$ cat config.mk
export PLATFORM = sky130hd
export DESIGN_NAME = voltage_rail_command_logic
export DESIGN_NICKNAME = d
export VERILOG_FILES = /design/src/voltage_rail_command_logic.v
export VERILOG_INCLUDE_DIRS = /design/src
export SDC_FILE = /design/constraint.sdc
export NUM_CORES = 1
export LEC_CHECK = 0
export ABC_AREA = 1
export BUFFER_PORTS_ARGS = -buffer_cell sky130_fd_sc_hd__buf_2
export CORE_UTILIZATION = 50
export CTS_BUF_LIST = sky130_fd_sc_hd__clkbuf_8
export DETAILED_ROUTE_END_ITERATION = 8
export PLACE_DENSITY = 0.81
export SYNTH_ARGS = -nofsm -noshare
export SYNTH_HDL_FRONTEND = slang
export SYNTH_SLANG_ARGS = --single-unit
$ cat constraint.sdc
create_clock -name clock -period 2.6 [get_ports clock]
set_clock_uncertainty 0.15 [all_clocks]
set_input_delay 0.13 -clock clock [delete_from_list [all_inputs] [get_ports clock]]
set_output_delay 0.13 -clock clock [all_outputs]
set_load 0.02 [all_outputs]
$ cat src/rail_cmd_defs.vh
// Constants for the voltage rail command logic
`ifndef RAIL_CMD_DEFS_VH
`define RAIL_CMD_DEFS_VH
// Command codes
`define CMD_FAST        4'h1
`define CMD_SLOW        4'h2
`define CMD_DECAY       4'h3
`define CMD_PSET        4'h4
`define CMD_VMAX        4'h5
// Power states
`define PS_FULL         8'h00
`define PS_LIGHT        8'h01
`define PS_VLIGHT       8'h02
// Rail addresses
`define RAIL_CORE       4'h0
`define RAIL_SA         4'h1
`define RAIL_MEM        4'h2
// Voltage codes
`define VID_OFF         8'h00
`define VID_MIN         8'h33
`define VID_MEM_135     8'hdd
`define VID_MEM_150     8'hfb
// Maximum voltage register
`define REG_VMAX        8'h30
// Acknowledge codes
`define ACK_OK          2'b00
`define ACK_REJECT      2'b11
`endif

$ cat src/voltage_rail_command_logic.v
// Command issue logic for the serial voltage bus to the regulator
`timescale 1ns/1ns
// What this block does
// - Decay command only for downward voltage changes
// - Power states: 00 full, 01 light, 02 very light
// - Power state sent as one payload byte
// - Re-send low power state after upward change (code re-sends it only while low_current is set)
// - Each packet carries 4-bit rail address
// - Rails: 00 core, 01 agent, 02 memory
// - 8-bit voltage codes, 33h 0.5V, 5mV steps
// - Code 00 is off; never send 01-32 in fast, slow or decay commands (max voltage value is not checked)
// - Memory rail gets only fixed 1.35/1.5V code
// - Fast and slow commands carry target code
// - Program maximum voltage register 30h
`include "rail_cmd_defs.vh"
module voltage_rail_command_logic (
  // Clock and reset
  input  wire       clock,
  input  wire       rstn,
  input  wire       clk_en,
  // Request side
  input  wire       req_valid,
  output wire       req_ready,
  input  wire [3:0] req_kind,
  input  wire [3:0] req_rail,
  input  wire [7:0] req_value,
  input  wire       low_current,
  input  wire       mem_sel_150,
  output reg        req_error,
  // Packet side to serial framer
  output reg        pkt_valid,
  input  wire       pkt_ready,
  output reg  [3:0] pkt_cmd,
  output reg  [3:0] pkt_addr,
  output reg  [7:0] pkt_payload,
  input  wire       ack_valid,
  input  wire [1:0] ack_code,
  // Status
  output reg  [7:0] core_vid,
  output reg  [7:0] sa_vid,
  output reg  [7:0] mem_vid,
  output reg  [7:0] core_ps,
  output reg  [7:0] sa_ps,
  output reg  [7:0] ps_reject
);

  // ==========================================
  // States
  localparam ST_IDLE = 4'b0001;
  localparam ST_SEND = 4'b0010;
  localparam ST_WAIT = 4'b0100;
  localparam ST_RESEND = 4'b1000;

  // ==========================================
  // Registers
  reg [3:0] state_q;
  reg [7:0] last_ps_q;
  reg [3:0] rail_q;
  reg       raised_q;

  // ==========================================
  // Status selection by rail
  function [7:0] cur_vid;
    input [3:0] rail;
    input [7:0] c;
    input [7:0] s;
    input [7:0] m;
    begin
      case (rail)
        `RAIL_CORE: cur_vid = c;
        `RAIL_SA: cur_vid = s;
        default: cur_vid = m;
      endcase
    end
  endfunction

  function [7:0] rail_ps;
    input [3:0] rail;
    input [7:0] c;
    input [7:0] s;
    begin
      case (rail)
        `RAIL_CORE: rail_ps = c;
        `RAIL_SA: rail_ps = s;
        default: rail_ps = `PS_FULL;
      endcase
    end
  endfunction

  // ==========================================
  // Rail decode, one bit per rail
  function [2:0] rail_sel;
    input [3:0] rail;
    begin
      case (rail)
        `RAIL_CORE: rail_sel = 3'b001;
        `RAIL_SA: rail_sel = 3'b010;
        `RAIL_MEM: rail_sel = 3'b100;
        default: rail_sel = 3'b000;
      endcase
    end
  endfunction

  // ==========================================
  // Voltage code legality
  function code_legal;
    input [7:0] code;
    begin
      code_legal = (code == `VID_OFF) || (code >= `VID_MIN);
    end
  endfunction

  // ==========================================
  // Request checks
  wire [7:0] old_vid = cur_vid(req_rail, core_vid, sa_vid, mem_vid);
  wire rail_ok = |rail_sel(req_rail);
  wire is_vid = (req_kind == `CMD_FAST) || (req_kind == `CMD_SLOW)
                || (req_kind == `CMD_DECAY);
  wire is_vmax = (req_kind == `CMD_VMAX);
  wire vid_ok = code_legal(req_value);
  wire [7:0] mem_code = mem_sel_150 ? `VID_MEM_150 : `VID_MEM_135;
  wire mem_ok = (req_rail != `RAIL_MEM) || !is_vid || (req_value == mem_code);
  wire decay_ok = (req_kind != `CMD_DECAY) || (req_value < old_vid);
  wire ps_ok = (req_kind != `CMD_PSET) || (req_value == `PS_FULL)
               || (req_value == `PS_LIGHT) || (req_value == `PS_VLIGHT);
  wire kind_ok = is_vid || (req_kind == `CMD_PSET) || is_vmax;
  wire all_ok = rail_ok && kind_ok && (!is_vid || vid_ok) && mem_ok
                && decay_ok && ps_ok;
  wire raising = is_vid && (req_value > old_vid);

  // ==========================================
  // Acknowledge decode
  wire [2:0] hit = rail_sel(rail_q);
  wire ack_ok = ack_valid && (ack_code != `ACK_REJECT);
  wire ack_rej = ack_valid && (ack_code == `ACK_REJECT);

  // ==========================================
  // Handshake
  assign req_ready = (state_q == ST_IDLE);

  // ==========================================
  // Sequencer
  always @(posedge clock or negedge rstn) begin
    if (!rstn) begin
      state_q <= ST_IDLE;
      pkt_valid <= 1'b0;
      pkt_cmd <= 4'h0;
      pkt_addr <= 4'h0;
      pkt_payload <= 8'h00;
      req_error <= 1'b0;
      core_vid <= `VID_OFF;
      sa_vid <= `VID_OFF;
      mem_vid <= `VID_OFF;
      core_ps <= `PS_FULL;
      sa_ps <= `PS_FULL;
      ps_reject <= 8'h00;
      last_ps_q <= `PS_FULL;
      rail_q <= 4'h0;
      raised_q <= 1'b0;
    end else if (clk_en) begin
      req_error <= 1'b0;
      case (state_q)
        ST_IDLE: begin
          if (req_valid) begin
            if (!all_ok) begin
              req_error <= 1'b1;
            end else begin
              pkt_valid <= 1'b1;
              pkt_cmd <= req_kind;
              pkt_addr <= req_rail;
              pkt_payload <= req_value;
              rail_q <= req_rail;
              raised_q <= raising;
              last_ps_q <= rail_ps(req_rail, core_ps, sa_ps);
              state_q <= ST_SEND;
            end
          end
        end
        ST_SEND: begin
          if (pkt_ready) begin
            pkt_valid <= 1'b0;
            state_q <= ST_WAIT;
          end
        end
        ST_WAIT: begin
          if (ack_valid) begin
            state_q <= ST_IDLE;
          end
          if (ack_rej && pkt_cmd == `CMD_PSET) begin
            ps_reject <= pkt_payload;
          end
          if (ack_ok) begin
            if (pkt_cmd == `CMD_PSET) begin
              if (hit[0]) core_ps <= pkt_payload;
              if (hit[1]) sa_ps <= pkt_payload;
            end else if (pkt_cmd != `CMD_VMAX) begin
              if (hit[0]) core_vid <= pkt_payload;
              if (hit[1]) sa_vid <= pkt_payload;
              if (hit[2]) mem_vid <= pkt_payload;
              if (raised_q) begin
                if (hit[0]) core_ps <= `PS_FULL;
                if (hit[1]) sa_ps <= `PS_FULL;
                if (low_current && last_ps_q != `PS_FULL) begin
                  state_q <= ST_RESEND;
                end
              end
            end
          end
        end
        ST_RESEND: begin
          pkt_valid <= 1'b1;
          pkt_cmd <= `CMD_PSET;
          pkt_payload <= last_ps_q;
          raised_q <= 1'b0;
          state_q <= ST_SEND;
        end
        default: state_q <= ST_IDLE;
      endcase
    end
  end

endmodule // voltage_rail_command_logic

# After elaboration in Yosys (flattened, before gate mapping)
# Index checks and enable logic that the tools add are counted.
dict set report totals {
  romBits 0
  latchBits 0
  mem_count 0
  register_bits 79
  wordCells 131
  output_inout_bits 67
  input_bits 26
  ram_bits 0
}
dict set report classes {
  n_bitwise 1
  mul 0
  magnitude_cmp 3
  n_div 0
  addsub 0
  mux 41
  shifts 0
  reduce_logical 42
  eq_ne 30
}
# operator n
set op_table {}
lappend op_table {{8-bit two-way mux} 12}
lappend op_table {{8-bit one-hot mux with 2 select lines} 3}
lappend op_table {{4-bit two-way mux} 11}
lappend op_table {{4-bit by 2-bit equality test with 1-bit output, second input constant} 5}
lappend op_table {{3-bit one-hot mux with 3 select lines} 2}
lappend op_table {{6-bit AND reduction} 3}
lappend op_table {{4-bit by 1-bit equality test with 1-bit output, second input constant} 4}
lappend op_table {{4-bit by 3-bit equality test with 1-bit output, second input constant} 4}
lappend op_table {{4-bit one-hot mux with 4 select lines} 1}
lappend op_table {{2-bit != test, second input constant} 7}
lappend op_table {{7-bit AND reduction} 2}
lappend op_table {{1-bit logical OR} 12}
lappend op_table {{4-bit AND reduction} 3}
lappend op_table {{1-bit logical AND} 10}
lappend op_table {{8-bit by 1-bit equality test with 1-bit output, second input constant} 1}
lappend op_table {{8-bit by 2-bit equality test with 1-bit output, second input constant} 1}
lappend op_table {{8-bit equality test} 1}
lappend op_table {{8-bit by 6-bit greater-or-equal comparator with 1-bit output, second input constant} 1}
lappend op_table {{8-bit greater-than comparator} 1}
lappend op_table {{4-bit zero test} 2}
lappend op_table {{8-bit zero test} 1}
lappend op_table {{8-bit less-than comparator} 1}
lappend op_table {{1-bit two-way mux} 8}
lappend op_table {{4-bit by 2-bit != test with 1-bit output, second input constant} 2}
lappend op_table {{16 further kinds} 19}

# Depth between registers and ports, before layout
# Gate-level depths: netlist (run 1).
dict set report logic_depth {
  depth_word 13
  ltp_mapped 21
  ltp_nobuf 20
}

# Least setup slack after synthesis (run 1)
# OpenSTA, ideal clock, no wires.
dict set report synth_path {
  path_kind {input-to-reg}
  startpoint {in req_rail[3]}
  endpoint {reg pkt_payload[1]}
  path_stages 18
  required_time_ns 2.333
  setup_time_ns 0.117
  setup_slack_ns 0.090
  path_buffers 1
  arrival_ns 2.243
  cell_sequence {nor2_1 -> nand2_1 -> nor2_2 -> inv_1 -> or2_2 -> o221ai_1 -> ha_1 -> a21oi_1 -> nor2_1 -> nor2_1 -> nand2_1 -> nand2_1 -> nand4_4 -> nand2_4 -> nand2_4 -> buf_6 -> nand2_1 -> nand2_1}
}
dict set report synth_via {
  elab_chain_cells 10
  word_cells_on_any_way 18
  cone_classes {order compare (1); eq/ne (4); mux (2); reduce/logical (11)}
}
# item line
set synth_lines {}
lappend synth_lines {{start: declaration} voltage_rail_command_logic.v:25} ;# input wire [3:0] req_rail,
lappend synth_lines {{branches (longest 6 deep; another with 8-bit less-than comparator)} n/a}
lappend synth_lines {{1-bit logical AND (*) (2 in series)} voltage_rail_command_logic.v:128} ;# && decay_ok && ps_ok;
lappend synth_lines {{2-bit by 1-bit != test with 1-bit output (no source line) (*)} n/a}
lappend synth_lines {{4-bit AND reduction (no source line) (*)} n/a}
lappend synth_lines {{end signal: assignment} voltage_rail_command_logic.v:171} ;# pkt_payload <= req_value;
lappend synth_lines {{end signal: assignment} voltage_rail_command_logic.v:213} ;# pkt_payload <= last_ps_q;
lappend synth_lines {{end: declaration} voltage_rail_command_logic.v:35} ;# output reg [7:0] pkt_payload,
# Mark *: on every way between the ends.
# A chain may end at the register's enable or synchronous reset.

# Worst setup path after layout (run 1)
dict set report layout_path {
  startpoint {reg core_vid[5]}
  endpoint {reg pkt_payload[3]}
}
dict set report layout_via {
  elab_chain_cells 7
}
# item line
set layout_lines {}
lappend layout_lines {{start: declaration} voltage_rail_command_logic.v:39} ;# output reg [7:0] core_vid,
lappend layout_lines {{start signal: assignment} voltage_rail_command_logic.v:151} ;# core_vid <= `VID_OFF;
lappend layout_lines {{start signal: assignment} voltage_rail_command_logic.v:197} ;# if (hit[0]) core_vid <= pkt_payload;
lappend layout_lines {{8-bit one-hot mux with 2 select lines} voltage_rail_command_logic.v:69} ;# case (rail)
lappend layout_lines {{8-bit less-than comparator} voltage_rail_command_logic.v:123} ;# wire decay_ok = (req_kind != `CMD_DECAY) || (req_value < old_vid);
lappend layout_lines {{1-bit logical OR} voltage_rail_command_logic.v:123}
lappend layout_lines {{1-bit logical AND (2 in series)} voltage_rail_command_logic.v:128}
lappend layout_lines {{2-bit by 1-bit != test with 1-bit output (no source line)} n/a}
lappend layout_lines {{4-bit AND reduction (no source line)} n/a}
# No other way between the ends.

==> results of run 1 <==
-- synthesized netlist by cell type, types with 5 or more instances --
cell type	n	share of area (%)
ha_1	8	2.5
or2_2	6	0.93
inv_1	50	4.7
nor4_1	6	0.93
dfrtp_1	78	48
o21ai_0	51	6.3
nand2_1	164	15
buf_2	6	0.75
nand4_1	5	0.78
nor2_1	27	2.5
mux2i_1	8	2.0
nand3_1	25	3.1
o221ai_1	5	1.1
nor2_2	5	0.78
a22o_1	8	1.7
-- per-stage QoR --
stage / setup TNS (ns) / instance area, um^2 / total power [mW]
after global routing: 0 / 4900 / 3.75
final: 0 / 4900 / 3.56
after detailed placement: -3.27 / 4620 / 2.51
after CTS: 0 / 4880 / 3.56
after global placement: -0.300 / 4620 / 2.48
after floorplan: 0 / 4030 / 2.14
-- layer usage --
| metal | track usage, % | vias up | routed length [um] |
|---|---|---|---|
| met1 | 37.4 | 1810 | 4760 |
| met2 | 44.2 | 175 | 5330 |
| met5 | 0 | - | 0 |
| li1 | - | 1798 | - |
| met4 | 8.59 | 0 | 233 |
| met3 | 5.56 | 25 | 745 |
-- logic make-up after synthesis --
kind of cell             Yosys count  share of synthesized area (%)
buffers and inverters             63                           6.71
AND/OR/NAND/NOR                  254                           28.4
multiplexers                       8                           1.99
AO/OA/AOI/OAI                     76                           11.3
adder cells (fa/ha/maj)            8                           2.49
flip-flops                        79                           49.1
-- timing repair --
action / 4_1_cts / 5_1_grt
hold buffers: 3 / 0
setup endpoints to repair: 0 / 25
endpoints found under the hold margin: 80 / 0
buffers inserted: 0 / 1
gates resized for setup: 0 / 4
-- cell usage in the layout (no fill, tap or decap), types with 2 or more instances in the layout --
cell,n
nand2_4,2
o221ai_1,5
nor3_1,3
ha_1,8
clkbuf_8,10
dfrtp_1,78
buf_2,91
nor2_1,27
nor2_2,5
nand2_1,163
inv_1,49
inv_2,3
buf_4,9
nand3_1,24
o21ai_0,51
or2_2,6
bufinv_16,2
nand4_1,5
nor4_1,6
o21bai_1,2
a22o_1,8
dlygate4sd3_1,3
o22ai_1,3
nand2_2,2
nand3_2,3
mux2i_1,8
a21oi_1,2
-- worst max-delay path, delay by kind of cell (launching register included) --
family | cells | cell delay, ns
flip-flops | 1 | 0.42
adder cells (fa/ha/maj) | 1 | 0.29
AO/OA/AOI/OAI | 2 | 0.21
buffers and inverters | 1 | 0.16
AND/OR/NAND/NOR | 9 | 1.15
-- power by group through the flow --
stage	sequential [mW]	combinational, mW	clock (mW)
2_1_floorplan	1.72	0.419	0
3_3_place_gp	1.61	0.870	0
3_5_place_dp	1.62	0.890	0
4_1_cts	1.60	0.903	1.06
5_1_grt	1.63	1.01	1.11
6_report	1.60	0.908	1.05
-- flip-flops by register name, indices dropped and copies added (netlist names) --
signal       count
core_ps          8
core_vid         8
last_ps_q        8
mem_vid          8
pkt_payload      8
ps_reject        8
sa_ps            8
sa_vid           8
pkt_cmd          4
rail_q           4
state_q          4
pkt_valid        1
raised_q         1
req_error        1
-- worst max path at each step --
| stage | to | cells after the start | from |
|---|---|---|---|
| floorplan | pkt_payload[1] | 18 | req_rail[3] |
| global placement | pkt_payload[4] | 18 | req_rail[3] |
| detailed placement | pkt_cmd[1] | 18 | req_rail[3] |
| CTS | pkt_payload[3] | 13 | core_vid[5] |
| global route | pkt_payload[2] | 13 | core_vid[5] |
| finish | pkt_payload[3] | 13 | core_vid[5] |
-- area by class of cell --
cell class / instances / area (um^2) / share of cell area, %
flip-flops and latches: 79 / 1980 / 40.4
repair buffers: 104 / 573 / 11.7
multi-input cells: 346 / 1790 / 36.5
clock buffers: 10 / 138 / 2.81
inverters: 53 / 199 / 4.06
clock inverters: 6 / 92.6 / 1.89
well taps: 102 / 128 / 2.61
==> summary.txt, run 1 <==
reg2reg path depth -> 13
Vias -> 3808
vias in the first global route -> 3625
largest net degree at the start of global routing -> 80
DRC Markers -> 0
VDD IR max -> 495 uV
Worst Path Required -> 2.73 ns
HP Class -> in -> reg
Final Hold Fails -> 0
Layout Utilization -> 63.0%
TritonCTS Sinks -> 79
Reg power frac -> 45.0%
CTS root buffer -> clkbuf_8
Port Buffers -> 92
Antenna Nets Post-Route -> 0
RD Place Congestion -> 0.943
fmax -> 408 MHz
Post-Place Setup Slack -> -0.145 ns
Hold Crit Start -> clk_en
RSZ-0062 raised after global routing -> no
Critical Path Source Type -> register
P_sw -> 1.30 mW
CTS clk-pin slew, worst paths -> 0.09 ns
number of diodes -> 0
initial antenna violation count -> 0
CP peak stage delay -> 0.42 ns
first-pass GRT wire length -> 17900 um
DIE AREA -> 0.00841 mm^2
Mapped Cells -> 488
hold path endpoint -> req_error
Net Sw Frac -> 36.6%
Routed WL -> 11100 um
Clock Power Share -> 29.5%
Layout area overhead -> 21.6%
pwr/cell area -> 727 mW/mm^2
core area -> 0.00777 mm^2
RR Startpoint -> core_vid[5]
Placed Cells -> 680
Post-synth EDFFs -> 0
final hold slack -> 0.0257 ns
Netlist Area Pre-Place -> 0.00403 mm^2
post-synth cell types -> 39
vias per cell -> 5.44
nets -> 627
Slew Viols, Final -> 0
syn_nets -> 522
fin crit share -> 94.3%
DIE WIDTH -> 91.7 um
WL per Instance -> 15.8 um
CTS tree -> built
Overall Global Routing Usage -> 27.4%
async set-reset flop share out of synthesis -> 100%
Reg2Reg Setup Slack -> 0.15 ns
max_slew headroom -> 33.9%
ratio of cells with drive above 1 in the final layout -> 24.4%
flops & latches, synth -> 79
Hold Path Stages -> 4
DIE HEIGHT -> 91.7 um
Reg-to-Reg End -> pkt_payload[3]
critical path's slowest cell -> dfrtp_1
CP arrival -> 2.58 ns
post-synthesis sequential area ratio -> 49.1%
Initial Util -> 51.8%
Pre-Repair DR Iteration Count -> 5
combinational share of power -> 25.5%
endpoints failing setup -> 0
Slew @ Worst Pin -> 0.992 ns
status -> finished clean
fill count -> 673
Num CTS Buffers -> 9
Tmin final -> 2.45 ns
top_reg_cell synth -> dfrtp_1
# rows -> 32
Final HPWL DP -> 8010 um
Yosys Warn Count -> 0
CTS H-tree depth -> 3
Lkg Pwr -> 2.68 nW
Remaining Overflow, GRT -> 0
critical path, cell by cell -> or2_2 > o221ai_1 > ha_1 > a21oi_2 > nor2_1 > nor2_1 > nand2_1 > nand2_2 > nand4_4 > nand2_4 > buf_4 > nand3_1 > nand2_1
max cap viols -> 0
CP Class -> reg -> reg
Synth Area per Inst -> 8.25 um^2
CP max FO -> 7
number of DRC markers in iteration 0 -> 300
io pins -> 93
P_int -> 2.25 mW
final cell count without fillers -> 700
maximum clock insertion buffer count -> 2
final worst slack -> 0.149 ns
Clk Latency, worst-skew pair -> 0.35 ns
CP endpoint kind -> register
Note: power is estimated with default switching activity, not from simulation.
==> run 2, diff against run 1 <==
--- a/config.mk
+++ b/config.mk
@@ -6,7 +6,6 @@
 export SDC_FILE = /design/constraint.sdc
 export NUM_CORES = 1
 export LEC_CHECK = 0
-export ABC_AREA = 1
 export BUFFER_PORTS_ARGS = -buffer_cell sky130_fd_sc_hd__buf_2
 export CORE_UTILIZATION = 50
 export CTS_BUF_LIST = sky130_fd_sc_hd__clkbuf_8
==> summary.txt, run 2 <==
first-pass GRT wire length -> 16800 um
Layout area overhead -> 29.5%
CTS tree -> built
Vias -> 3325
CP endpoint kind -> register
top-area cell type share of the netlist area -> 50.4%
Antenna Nets Post-Route -> 0
critical path's slowest cell -> dfrtp_1
top_reg_cell synth -> dfrtp_1
post-synth cell types -> 43
CTS root buffer -> clkbuf_8
nets -> 524
initial antenna violation count -> 0
WP depth -> 11
Port Buffers -> 92
Worst Path Required -> 2.70 ns
Num CTS Buffers -> 9
WL per Instance -> 17.2 um
Final Hold Fails -> 0
DRC Markers -> 0
DIE WIDTH -> 90.0 um
Crit path buffers/inverters -> 1
final worst slack -> -0.137 ns
status -> finished with violations
post-synthesis sequential area ratio -> 51.1%
Post-synth EDFFs -> 0
endpoints failing setup -> 21
Final HPWL DP -> 7140 um
Synth Area per Inst -> 10.8 um^2
critical path, cell by cell -> mux2i_1 > nor2_1 > a21oi_1 > ha_1 > nor2b_1 > o211ai_1 > a21oi_2 > o31a_1 > nor3_4 > buf_12 > mux2_2
most common cell in the netlist -> dfrtp_1
CTS clk-pin slew, worst paths -> 0.09 ns
failing checks -> negative setup slack
CP Class -> reg -> reg
Crit path max-delay family -> compound AO/OA/AOI/OAI gates
core area -> 0.00737 mm^2
syn_nets -> 394
pwr/cell area -> 570 mW/mm^2
number of diodes -> 0
Tmin final -> 2.74 ns
Reg-to-Reg End -> pkt_payload[4]
io pins -> 93
fmax -> 365 MHz
Slew Viols, Final -> 0
async set-reset flop share out of synthesis -> 100%
commonest non-fill, non-tap cell in the layout -> buf_2
Total Power -> 2.86 mW
HP Class -> in -> reg
Overall Global Routing Usage -> 26.6%
fin crit share -> 105%
# rows -> 31
vias per cell -> 5.60
cell taking the most area after synthesis -> dfrtp_1
flops & latches, synth -> 79
Mapped Cells -> 360
Initial Util -> 52.5%
maximum clock insertion buffer count -> 2
CP arrival -> 2.83 ns
largest net degree at the start of global routing -> 80
Pre-Repair DR Iteration Count -> 4
VDD IR max -> 369 uV
reg2reg path depth -> 11
Clk Latency, worst-skew pair -> 0.37 ns
RSZ-0062 raised after global routing -> yes
Lkg Pwr -> 2.61 nW
Placed Cells -> 558
RD Place Congestion -> 0.942
CP endpoint -> pkt_payload[4]
Setup TNS Final -> -2.15 ns
most frequent cells after synthesis -> dfrtp_1 (78), mux2_2 (49), nor2_1 (47), nand2_1 (40), mux2i_1 (22)
Yosys Warn Count -> 0
Netlist Area Pre-Place -> 0.00387 mm^2
Slew @ Worst Pin -> 0.974 ns
number of DRC markers in iteration 0 -> 216
Final Instance Area -> 0.00501 mm^2
vias in the first global route -> 3363
CTS H-tree depth -> 3
ratio of cells with drive above 1 in the final layout -> 39.0%
top cells by area, synth -> dfrtp_1 (50%), mux2_2 (14%), mux2i_1 (5.7%)
CP startpoint -> sa_vid[1]
fill count -> 577
DIE AREA -> 0.00810 mm^2
most frequent cells in the layout -> buf_2 (91), dfrtp_1 (78), nor2_1 (47), mux2_2 (47), nand2_1 (40)
Remaining Overflow, GRT -> 0
Reg2Reg Setup Slack -> -0.14 ns
final cell count without fillers -> 594
DIE HEIGHT -> 90.0 um
Routed WL -> 10200 um
RR Startpoint -> sa_vid[1]
CP max FO -> 20
max cap viols -> 0
max_slew headroom -> 35.0%
TritonCTS Sinks -> 79
CP peak stage delay -> 0.40 ns
Post-Place Cell Area -> 0.00459 mm^2
Critical Path Source Type -> register
## run 2: cell families after synthesis
kind of cell,Yosys count,share of synthesized area (%)
buf+inv,22,2.52
mux,71,19.9
simple gates,131,16.1
flops,79,51.1
fa+ha+maj,8,2.59
compound gates,49,7.76
## run 2: worst min-delay path by stage
stage / from / slack, ns / endpoint / cells past startpoint
after global routing: req_valid / 0.09 / req_error / 3
after detailed placement: rstn / 0.20 / rail_q[2] / 1
after floorplan: rstn / -0.32 / core_ps[0] / 0
after global placement: rstn / 0.19 / ps_reject[0] / 1
after CTS: pkt_ready / 0.05 / pkt_valid / 5
final: pkt_ready / 0.06 / pkt_valid / 5
## run 2: timing repair
| item | in CTS | in global routing |
|---|---|---|
| gates resized for setup | 1 | 1 |
| buffers inserted | 2 | 2 |
| hold buffers | 16 | 0 |
| endpoints found under the setup margin | 21 | 28 |
| pin swaps | 0 | 0 |
| hold endpoints to repair | 93 | 0 |
| gates cloned | 0 | 0 |
## run 2: layout make-up
class                   instances  area [um^2]  share of cell area [%]
inverters                       6         22.5                   0.449
well taps                      99          124                    2.47
clock buffers                   9          124                    2.47
multi-input cells             259         1820                    36.4
repair buffers                135          838                    16.7
clock inverters                 7          105                    2.10
flip-flops and latches         79         1980                    39.4
## run 2: metal layers
layer  part of all wire, %  wire [um]  GRT usage [%]
met1                    44       4520           35.2
met3                   5.5        562           4.48
met4                   2.9        293           12.4
met5                     0          0              0
met2                    47       4830           42.9
## run 2: power breakdown
group / switching [mW] / leakage, nW / internal, mW / total (mW)
logic: 0.243 / 1.41 / 0.172 / 0.416
registers: 0.103 / 1.09 / 1.29 / 1.39
clock network: 0.499 / 0.112 / 0.553 / 1.05
## run 2: worst min-delay path: cells and delay by family
family,cells,cell delay [ns]
compound gates,1,0.12
simple gates,2,0.13
buf+inv,2,0.18
## run 2: metrics by stage
step / setup slack (ns) / hold slack [ns] / util, %
floorplan: -0.359 / -0.316 / -
global placement: -0.290 / 0.189 / 62.2
detailed placement: -0.383 / 0.197 / 62.2
CTS: -0.115 / 0.0484 / 67.8
global route: -0.279 / 0.0926 / 68.0
finish: -0.137 / 0.0630 / 68.0
